$ cat src/spi_port_pkg.sv
package spi_port_pkg;

    // ************************************************************
    // Register map, byte addresses on the bus.
    // ************************************************************
    localparam logic [31:0] ADDR_STATUS = 32'hffff0a00;
    localparam logic [31:0] ADDR_RECEIVE = 32'hffff0a04;
    localparam logic [31:0] ADDR_TRANSMIT = 32'hffff0a08;
    localparam logic [31:0] ADDR_DIVIDER = 32'hffff0a0c;
    localparam logic [31:0] ADDR_CONTROL = 32'hffff0a10;

    // ************************************************************
    // Control register fields.
    // ************************************************************
    localparam int unsigned CTL_ENABLE = 0;
    localparam int unsigned CTL_MASTER = 1;
    localparam int unsigned CTL_PHASE = 2;
    localparam int unsigned CTL_POLARITY = 3;
    localparam int unsigned CTL_LSB_FIRST = 5;
    localparam int unsigned CTL_TX_START = 6;
    localparam int unsigned CTL_UNDERFLOW_REPEAT = 7;
    localparam int unsigned CTL_OVERWRITE = 8;
    localparam int unsigned CTL_SS_OUT_EN = 9;
    localparam int unsigned CTL_SLAVE_OUT_EN = 10;
    localparam int unsigned CTL_LOOPBACK = 11;
    localparam int unsigned CTL_CONTINUOUS = 12;
    localparam logic [15:0] CONTROL_WRITE_MASK = 16'h1fef;

    // ************************************************************
    // Status register fields.
    // ************************************************************
    localparam int unsigned STA_TX_BUSY = 0;
    localparam int unsigned STA_TX_IRQ = 1;
    localparam int unsigned STA_TX_UNDERFLOW = 2;
    localparam int unsigned STA_RX_FULL = 3;
    localparam int unsigned STA_RX_IRQ = 4;
    localparam int unsigned STA_RX_OVERFLOW = 5;

    // ************************************************************
    // Reset values and shift timing.
    // ************************************************************
    localparam logic [15:0] CONTROL_RESET = 16'h0000;
    localparam logic [7:0] DIVIDER_RESET = 8'h1b;
    localparam logic [7:0] RECEIVE_RESET = 8'h00;
    localparam logic [3:0] LAST_HALF_BIT = 4'hf;
    localparam logic [2:0] LAST_BIT = 3'h7;

    typedef enum logic [2:0] {
        M_IDLE = 3'b001,
        M_RUN = 3'b010,
        M_STALL = 3'b100
    } master_state_t;

endpackage

$ cat src/spi_port.sv
// Chosen here: the Avalon-MM interface to the registers.
`timescale 1ns/1ps
`default_nettype none

// Notes on behaviour
// - With repeat mode clear, an underflowing byte is sent as all zeros.
// - Transmit-start mode set: transmit write starts master byte; interrupt on empty.
// - Transmit-start mode clear: receive read starts master byte; interrupt on full.
// - Bit-order bit set sends LSB first, clear sends MSB first.
// - Polarity bit set makes clock idle high, clear idle low.
// - Phase bit set pulses clock at bit start, clear at bit end.
// - Role bit set selects master, clear selects slave.
// - Port works only while its enable bit is set.
// - Byte arriving onto unread data sets overflow; receive read clears it.
// - Receive interrupt follows full or overflow; receive read clears it.
// - Receive full set while unread data is held; receive read clears it.
// - Underflow set when a byte is needed and none waits; transmit write clears.
// - Transmit interrupt when not busy or underflowed; cleared by write or disable.
// - Busy set by transmit write, held while shifting, cleared once empty.
// - Receive register is a read-only byte holding the last captured byte.
// - Transmit register is a write-only byte loading the next byte to send.
// - Divider register sets master clock rate and resets to 1b.
// - Master clock half period lasts divider plus one base clock cycles.
// - With repeat mode set, an underflowing byte repeats the previous byte.
// - Slave transfers run while select is low, eight bits per byte.
// - On overflow, overwrite bit set replaces unread byte, clear drops new byte.
module spi_port (
    input wire logic clk,
    input wire logic reset,
    input wire logic [31:0] avs_address,
    input wire logic avs_read,
    input wire logic avs_write,
    input wire logic [31:0] avs_writedata,
    input wire logic [3:0] avs_byteenable,
    output logic [31:0] avs_readdata,
    output logic avs_waitrequest,
    input wire logic sclk_in,
    output logic sclk_out,
    output logic sclk_oe,
    input wire logic mosi_in,
    output logic mosi_out,
    output logic mosi_oe,
    input wire logic miso_in,
    output logic miso_out,
    output logic miso_oe,
    input wire logic ss_n_in,
    output logic ss_n_out,
    output logic ss_n_oe
);
    import spi_port_pkg::*;

    // ************************************************************
    // Helpers shared by the transmit and receive shifters.
    // ************************************************************
    function automatic logic out_bit(input logic [7:0] b, input logic lsb);
        out_bit = lsb ? b[0] : b[7];
    endfunction

    function automatic logic [7:0] shift_in(input logic [7:0] b, input logic d, input logic lsb);
        shift_in = lsb ? {d, b[7:1]} : {b[6:0], d};
    endfunction

    // ************************************************************
    // State.
    // ************************************************************
    logic wait_reg;
    logic [31:0] readdata_reg;
    logic [15:0] control_reg;
    logic [7:0] divider_reg;
    logic [7:0] rx_data_reg;
    logic rx_full_reg;
    logic rx_overflow_reg;
    logic rx_irq_reg;
    logic [7:0] tx_data_reg;
    logic tx_full_reg;
    logic tx_underflow_reg;
    logic tx_busy_reg;
    logic tx_irq_reg;
    logic [7:0] tx_shift_reg;
    logic [7:0] last_tx_reg;
    logic [7:0] rx_shift_reg;
    master_state_t state_reg;
    master_state_t state_next;
    logic [3:0] half_reg;
    logic [7:0] div_cnt_reg;
    logic start_pending_reg;
    logic [2:0] slave_cnt_reg;
    logic sclk_s1_reg, sclk_s2_reg, sclk_prev_reg;
    logic mosi_s1_reg, mosi_s2_reg;
    logic miso_s1_reg, miso_s2_reg;
    logic ss_n_s1_reg, ss_n_s2_reg;
    logic slave_act_prev_reg;
    logic sclk_out_reg, sclk_oe_reg, mosi_out_reg, mosi_oe_reg;
    logic miso_out_reg, miso_oe_reg, ss_n_out_reg, ss_n_oe_reg;

    // ************************************************************
    // Control decode.
    // ************************************************************
    wire enable = control_reg[CTL_ENABLE];
    wire master = control_reg[CTL_MASTER];
    wire phase = control_reg[CTL_PHASE];
    wire polarity = control_reg[CTL_POLARITY];
    wire lsb_first = control_reg[CTL_LSB_FIRST];
    wire tx_start_mode = control_reg[CTL_TX_START];
    wire repeat_mode = control_reg[CTL_UNDERFLOW_REPEAT];
    wire overwrite = control_reg[CTL_OVERWRITE];
    wire loopback = control_reg[CTL_LOOPBACK];
    wire continuous = control_reg[CTL_CONTINUOUS];
    wire master_on = enable & master;
    wire slave_on = enable & ~master;
    wire slave_active = slave_on & ~ss_n_s2_reg;

    // ************************************************************
    // Avalon-MM slave: one wait cycle, then the access completes.
    // ************************************************************
    wire request = avs_read | avs_write;
    wire accept = request & ~wait_reg;
    wire hit_status = avs_address == ADDR_STATUS;
    wire hit_receive = avs_address == ADDR_RECEIVE;
    wire hit_transmit = avs_address == ADDR_TRANSMIT;
    wire hit_divider = avs_address == ADDR_DIVIDER;
    wire hit_control = avs_address == ADDR_CONTROL;
    wire wr_accept = avs_write & accept;
    wire wr_control = wr_accept & hit_control;
    wire wr_divider = wr_accept & hit_divider & avs_byteenable[0];
    wire wr_transmit = wr_accept & hit_transmit & avs_byteenable[0];
    wire rx_read = avs_read & accept & hit_receive;
    wire [7:0] status_word = {2'b00, rx_overflow_reg, rx_irq_reg, rx_full_reg,
                              tx_underflow_reg, tx_irq_reg, tx_busy_reg};
    wire [15:0] control_merged = {avs_byteenable[1] ? avs_writedata[15:8] : control_reg[15:8],
                                  avs_byteenable[0] ? avs_writedata[7:0] : control_reg[7:0]};
    wire [31:0] readdata_next = hit_status ? {24'h000000, status_word} :
                                hit_receive ? {24'h000000, rx_data_reg} :
                                hit_divider ? {24'h000000, divider_reg} :
                                hit_control ? {16'h0000, control_reg} : 32'h00000000;

    always_ff @(posedge clk) begin
        if (reset) begin
            wait_reg <= 1'b1;
            readdata_reg <= 32'h00000000;
        end else begin
            wait_reg <= ~(request & wait_reg);
            if (avs_read & wait_reg) begin
                readdata_reg <= readdata_next;
            end
        end
    end

    // Bit 4 and the top three bits are never stored, so a stray one reads back as zero.
    always_ff @(posedge clk) begin
        if (reset) begin
            control_reg <= CONTROL_RESET;
            divider_reg <= DIVIDER_RESET;
        end else begin
            if (wr_control) begin
                control_reg <= control_merged & CONTROL_WRITE_MASK;
            end
            if (wr_divider) begin
                divider_reg <= avs_writedata[7:0];
            end
        end
    end

    // ************************************************************
    // Pin synchronisers.
    // ************************************************************
    always_ff @(posedge clk) begin
        if (reset) begin
            {sclk_s1_reg, sclk_s2_reg, sclk_prev_reg, mosi_s1_reg, mosi_s2_reg} <= 5'h00;
            {miso_s1_reg, miso_s2_reg, ss_n_s1_reg, ss_n_s2_reg, slave_act_prev_reg} <= 5'h06;
        end else begin
            sclk_s1_reg <= sclk_in;
            sclk_s2_reg <= sclk_s1_reg;
            sclk_prev_reg <= sclk_s2_reg;
            mosi_s1_reg <= mosi_in;
            mosi_s2_reg <= mosi_s1_reg;
            miso_s1_reg <= miso_in;
            miso_s2_reg <= miso_s1_reg;
            ss_n_s1_reg <= ss_n_in;
            ss_n_s2_reg <= ss_n_s1_reg;
            slave_act_prev_reg <= slave_active;
        end
    end

    // ************************************************************
    // Master sequencer: sixteen half bits per byte.
    // ************************************************************
    wire tick = div_cnt_reg == divider_reg;
    wire running = state_reg == M_RUN;
    wire first_half = ~half_reg[0];
    wire tx_avail = tx_full_reg | wr_transmit;
    wire start_cond = tx_start_mode ? tx_full_reg : start_pending_reg;
    wire m_start = (state_reg == M_IDLE) & master_on & start_cond;
    wire m_sample = running & tick & first_half;
    wire m_done = running & tick & (half_reg == LAST_HALF_BIT);
    wire m_shift = running & tick & ~first_half & ~m_done;
    wire m_chain = m_done & continuous & tx_start_mode & tx_full_reg;

    always_comb begin
        state_next = state_reg;
        case (state_reg)
            M_IDLE: begin
                if (m_start) begin
                    state_next = M_RUN;
                end
            end
            M_RUN: begin
                if (!master_on) begin
                    state_next = M_IDLE;
                end else if (m_done && !m_chain) begin
                    state_next = M_STALL;
                end
            end
            M_STALL: begin
                if (!master_on || tick) begin
                    state_next = M_IDLE;
                end
            end
            default: begin
                state_next = M_IDLE;
            end
        endcase
    end

    always_ff @(posedge clk) begin
        if (reset) begin
            state_reg <= M_IDLE;
            half_reg <= 4'h0;
            div_cnt_reg <= 8'h00;
        end else begin
            state_reg <= state_next;
            if (state_reg == M_IDLE || tick) begin
                div_cnt_reg <= 8'h00;
            end else begin
                div_cnt_reg <= div_cnt_reg + 8'h01;
            end
            if (m_start || m_chain) begin
                half_reg <= 4'h0;
            end else if (running && tick) begin
                half_reg <= half_reg + 4'h1;
            end
        end
    end

    // A receive read in read-start mode is remembered until the master takes it.
    always_ff @(posedge clk) begin
        if (reset) begin
            start_pending_reg <= 1'b0;
        end else if (!master_on || tx_start_mode) begin
            start_pending_reg <= 1'b0;
        end else if (rx_read) begin
            start_pending_reg <= 1'b1;
        end else if (m_start) begin
            start_pending_reg <= 1'b0;
        end
    end

    // ************************************************************
    // Slave sequencer, driven by the synchronised serial clock.
    // ************************************************************
    wire lead_edge = (sclk_s2_reg != polarity) & (sclk_prev_reg == polarity);
    wire trail_edge = (sclk_s2_reg == polarity) & (sclk_prev_reg != polarity);
    wire s_sample = slave_active & (phase ? trail_edge : lead_edge);
    wire s_done = s_sample & (slave_cnt_reg == LAST_BIT);
    wire s_shift = slave_active & (phase ? lead_edge : trail_edge) & (slave_cnt_reg != 3'h0);
    wire s_start = slave_active & ~slave_act_prev_reg;

    always_ff @(posedge clk) begin
        if (reset) begin
            slave_cnt_reg <= 3'h0;
        end else if (!slave_active) begin
            slave_cnt_reg <= 3'h0;
        end else if (s_sample) begin
            slave_cnt_reg <= slave_cnt_reg + 3'h1;
        end
    end

    // ************************************************************
    // Shifters and transmit holding register.
    // ************************************************************
    wire load_byte = m_start | m_chain | s_start | s_done;
    wire shift_now = m_shift | s_shift;
    wire sample_now = m_sample | s_sample;
    wire rx_pin = master ? (loopback ? mosi_out_reg : miso_s2_reg)
                         : (loopback ? miso_out_reg : mosi_s2_reg);
    wire [7:0] rx_assembled = shift_in(rx_shift_reg, rx_pin, lsb_first);
    wire [7:0] rx_byte = s_done ? rx_assembled : rx_shift_reg;
    wire byte_done = m_done | s_done;
    wire [7:0] tx_source = tx_full_reg ? tx_data_reg : avs_writedata[7:0];
    wire [7:0] underflow_byte = repeat_mode ? last_tx_reg : 8'h00;
    wire busy_now = tx_full_reg | running | slave_active;

    always_ff @(posedge clk) begin
        if (reset) begin
            {tx_shift_reg, last_tx_reg, rx_shift_reg} <= 24'h000000;
        end else begin
            if (load_byte) begin
                tx_shift_reg <= tx_avail ? tx_source : underflow_byte;
                if (tx_avail) begin
                    last_tx_reg <= tx_source;
                end
            end else if (shift_now) begin
                tx_shift_reg <= shift_in(tx_shift_reg, 1'b0, lsb_first);
            end
            if (sample_now) begin
                rx_shift_reg <= rx_assembled;
            end
        end
    end

    // A write landing on the load cycle is either queued or sent at once, never lost.
    always_ff @(posedge clk) begin
        if (reset) begin
            tx_data_reg <= 8'h00;
            {tx_full_reg, tx_underflow_reg, tx_busy_reg, tx_irq_reg} <= 4'h0;
        end else begin
            if (wr_transmit) begin
                tx_data_reg <= avs_writedata[7:0];
            end
            if (load_byte) begin
                tx_full_reg <= tx_full_reg & wr_transmit;
            end else begin
                tx_full_reg <= tx_full_reg | wr_transmit;
            end
            if (load_byte && !tx_avail) begin
                tx_underflow_reg <= 1'b1;
            end else if (wr_transmit) begin
                tx_underflow_reg <= 1'b0;
            end
            tx_busy_reg <= busy_now | wr_transmit;
            tx_irq_reg <= enable & ~wr_transmit & (~busy_now | tx_underflow_reg);
        end
    end

    // ************************************************************
    // Receive holding register and its flags.
    // ************************************************************
    wire rx_held = rx_full_reg & ~rx_read;

    always_ff @(posedge clk) begin
        if (reset) begin
            rx_data_reg <= RECEIVE_RESET;
            {rx_full_reg, rx_overflow_reg, rx_irq_reg} <= 3'h0;
        end else begin
            if (byte_done) begin
                if (!rx_held || overwrite) begin
                    rx_data_reg <= rx_byte;
                end
                rx_full_reg <= 1'b1;
                rx_overflow_reg <= rx_held | (rx_overflow_reg & ~rx_read);
                rx_irq_reg <= 1'b1;
            end else if (rx_read) begin
                rx_full_reg <= 1'b0;
                rx_overflow_reg <= 1'b0;
                rx_irq_reg <= 1'b0;
            end else begin
                rx_irq_reg <= rx_full_reg | rx_overflow_reg;
            end
        end
    end

    // ************************************************************
    // Registered pin drivers.
    // ************************************************************
    wire clk_active = running & (phase ? first_half : ~first_half);

    always_ff @(posedge clk) begin
        if (reset) begin
            {sclk_out_reg, sclk_oe_reg, mosi_out_reg, mosi_oe_reg} <= 4'h0;
            {miso_out_reg, miso_oe_reg, ss_n_out_reg, ss_n_oe_reg} <= 4'h2;
        end else begin
            sclk_out_reg <= polarity ^ clk_active;
            sclk_oe_reg <= master_on;
            mosi_out_reg <= out_bit(tx_shift_reg, lsb_first);
            mosi_oe_reg <= master_on;
            miso_out_reg <= out_bit(tx_shift_reg, lsb_first);
            miso_oe_reg <= slave_active & control_reg[CTL_SLAVE_OUT_EN];
            ss_n_out_reg <= ~running;
            ss_n_oe_reg <= master_on & control_reg[CTL_SS_OUT_EN];
        end
    end

    assign avs_readdata = readdata_reg;
    assign avs_waitrequest = wait_reg;
    assign sclk_out = sclk_out_reg;
    assign sclk_oe = sclk_oe_reg;
    assign mosi_out = mosi_out_reg;
    assign mosi_oe = mosi_oe_reg;
    assign miso_out = miso_out_reg;
    assign miso_oe = miso_oe_reg;
    assign ss_n_out = ss_n_out_reg;
    assign ss_n_oe = ss_n_oe_reg;

endmodule

`default_nettype wire

$ cat config.mk
export PLATFORM = sky130hd
export DESIGN_NAME = spi_port
export DESIGN_NICKNAME = d
export VERILOG_FILES = /design/src/spi_port_pkg.sv /design/src/spi_port.sv
export SDC_FILE = /design/constraint.sdc
export NUM_CORES = 1
export LEC_CHECK = 0
export ABC_AREA = 1
export BUFFER_PORTS_ARGS = -buffer_cell sky130_fd_sc_hd__buf_2
export CAP_MARGIN = 10
export CORE_MARGIN = 1.5
export CORE_UTILIZATION = 56
export CTS_BUF_LIST = sky130_fd_sc_hd__clkbuf_8 sky130_fd_sc_hd__clkbuf_16
export DETAILED_ROUTE_END_ITERATION = 16
export GPL_TIMING_DRIVEN = 0
export PLACE_DENSITY = 0.88
export RECOVER_POWER = 50
export SYNTH_ARGS = -nofsm -noshare
export SYNTH_HDL_FRONTEND = slang
export SYNTH_SLANG_ARGS = --single-unit
$ cat constraint.sdc
create_clock -name clk -period 2 [get_ports clk]
set_input_delay 0.3 -clock clk [delete_from_list [all_inputs] [get_ports clk]]
set_output_delay 0.3 -clock clk [all_outputs]
set_load 0.02 [all_outputs]
==> results.yml <==
run_status:
  status: "finished clean"
detailed_routing:
  drt_iter0_drc: 497
  via_per_inst: 5.309
  drc: 0
  drt-pass1-iter-count: 6
  routedWlPerCell_um: 13.97
  vias: 6137
  routed_wl_um: 16150
  detail-route-antenna-nets: 0
setup_path:
  reg2reg_depth: 8
  critical_path.cell_chain: "nand2_1 > inv_1 > nand3_1 > buf_2 > inv_1 > o211ai_1 > nand2_1 > nor3b_2"
  path_max_fanout: 10
  required_ns: 2.46
  endpoint_kind: "register"
  startpoint_type: "register"
  reg2reg_from: "control_reg[1]"
  max_stage_delay_ns: 0.40
  r2r_slack_ns: 0.10
  cpMaxStageDelayCell: "dfxtp_1"
  r2r-end: "state_reg[2]"
  path_class: "reg2reg"
  crit_arrival_ns: 2.35
die:
  io_pins: 117
  dieArea_sq_mm: 0.01137
  num_rows: 37
  start_util_pct: 57.98
  die_h_um: 106.6
  core_area_sq_mm: 0.01037
  die_width_um: 106.6
min_path:
  min_from: "avs_read"
  hold_path.class: "in2reg"
  hold_path_end: "avs_waitrequest"
  worstHoldPathCells: 2
clocking:
  cts_made_buffers: 17
  root_buffer: "clkbuf_8"
  cts.sinks: 116
  insertion_delay_ns: 0.54
  path_clk_slew_ns: 0.06
  tritoncts: "done"
  cts_htree_levels: 4
  clock_path_buffers: 2
placed_design:
  dp.cells: 1110
  dp_hpwl_um: 11450
  io_buffers: 75
  routabilityCongestion: 0.9424
power:
  power_w: 0.005615
  vdd_drop_max_uv: 520.7
  power.density_mw_per_mm2: 766.1
  p_leak_nw: 3.230
final_layout:
  antenna_cells: 0
  seqCellArea_sq_mm: 0.002332
  layout_commonest_cell: "nand2_1"
  area_growth_pct: 21.91
  final_util_pct: 70.68
  final_cell_mix: "220 x nand2_1, 108 x dfxtp_1, 97 x inv_1, 90 x nor2_1, 71 x o21ai_0"
  multi_input_area_sq_mm: 0.003074
  layout.nets: 1088
  largest_reg_flops: 13
  drive_gt1_share_pct: 18.24
  nFillCells: 829
  final_cells: 1156
flow_run:
  maxCapViolations: 0
sta:
  fin_crit_ns: 1.897
  max_freq_mhz: 527.1
  rsz0062_at_grt: "yes"
  skew_ns: 0.007500
  setup-violations-final: 0
  worstMarginPinSlew_ns: 0.7330
  period_share_pct: 94.87
  slew_violations: 0
  hold_violations: 0
  fin_hold_ws_ns: 0.01115
  slew_headroom_pct: 51.13
global_route:
  grt_usage_pct: 28.83
  grt_pass1_wl_um: 25560
  grt_max_degree: 17
  grt-ovfl-total: 0
  antenna_found_initial: 0
  first_global_vias: 5565
logic_synthesis:
  yosysTopAreaCell: "dfxtp_1"
  syn_area_sq_mm: 0.006012
  syn-mean-instance-area_sq_um: 6.824
  synth_top_area_share_pct: 38.63
  synth_seq_area_share_pct: 38.63
  netlist_instances: 881
  ys_seq_elements: 116
  synthTopCellsByArea: "dfxtp_1 39%, nand2_1 14%, inv_1 6.0%"
  yosysWarnings: 0
  ys_types: 43
-- worst max-delay path by stage --
stage | startpoint | to | slack (ns) | depth (start not counted)
after floorplan | control_reg[1] | last_tx_reg[4] | 0.39 | 10
after global placement | avs_address[8] | control_reg[3] | -0.20 | 10
after detailed placement | avs_address[12] | control_reg[3] | -0.25 | 10
after CTS | div_cnt_reg[2] | state_reg[2] | 0.04 | 11
after global routing | half_reg[0] | last_tx_reg[7] | 0.001 | 9
final | control_reg[1] | state_reg[2] | 0.10 | 8
-- repair_timing --
item                                    4_1_cts  5_1_grt
endpoints found under the setup margin        1       28
endpoints found under the hold margin         5        0
pin swaps                                     0        6
hold buffers                                  5        0
gates resized for setup                       1       15
gates cloned                                  0        0
setup buffers                                 0        9
-- layer usage --
layer  vias to the layer above  global-route usage, %  part of all wire, %
met5                         -                      0                    0
met4                         0                  14.10                  3.7
met3                        57                  7.842                  8.6
met2                       297                  46.57                   46
met1                      2734                  35.45                   42
li1                       3049                      -                    -
-- synthesized netlist by cell type, drive strengths merged --
library cell  number
nor2              98
conb               1
nand2            229
nor3b              4
inv              106
xnor2              1
clkbuf            17
nand4             20
a31oi              1
xor2               1
nand3b             7
buf               34
nor3              13
nor4               1
a211oi             5
ha                 5
a21oi             64
o211ai             3
or2                4
dfxtp            116
nand3             75
and2               3
o21ai             73
-- power breakdown --
| group | internal, W | leakage, nW | switching (W) |
|---|---|---|---|
| Clock | 0.00181 | 0.274 | 0.00116 |
| Sequential | 0.00233 | 0.939 | 0.00000829 |
| Combinational | 0.000108 | 2.02 | 0.000194 |
-- stage by stage --
| stage | setup WS, ns | setup TNS (ns) | instance area (sq um) |
|---|---|---|---|
| after floorplan | 0.3858 | 0 | 6080 |
| after global placement | -0.1956 | -1.096 | 6625 |
| after detailed placement | -0.2477 | -1.851 | 6625 |
| after CTS | 0.03823 | 0 | 7258 |
| after global routing | 0.001393 | 0 | 7330 |
| final | 0.1027 | 0 | 7330 |
-- critical path, delay by kind of cell (launching register included) --
| family | cells | cell delay (ns) |
|---|---|---|
| AOI/OAI and AO/OA | 1 | 0.19 |
| buffers and inverters | 3 | 0.46 |
| DFF | 1 | 0.40 |
| and+or+nand+nor | 4 | 0.75 |
-- kinds of logic after synthesis --
| logic type | Yosys count | share of synthesized area [%] |
|---|---|---|
| AO/OA/AOI/OAI | 146 | 12.97 |
| XOR/XNOR | 2 | 0.2914 |
| adder cells (fa/ha/maj) | 5 | 1.041 |
| buffers and inverters | 157 | 11.78 |
| flip-flops | 116 | 38.63 |
| other | 1 | 0.06238 |
| AND/OR/NAND/NOR | 454 | 35.23 |
-- layout make-up --
type	count	area share [%]
multi-input combinational	626	41.94
clock buffer	18	5.838
tap	136	2.322
sequential	116	31.82
timing repair buffer	89	6.350
buffer	51	4.148
inverter	106	5.497
clock inverter	14	2.083
(Power assumes the default switching activity.)
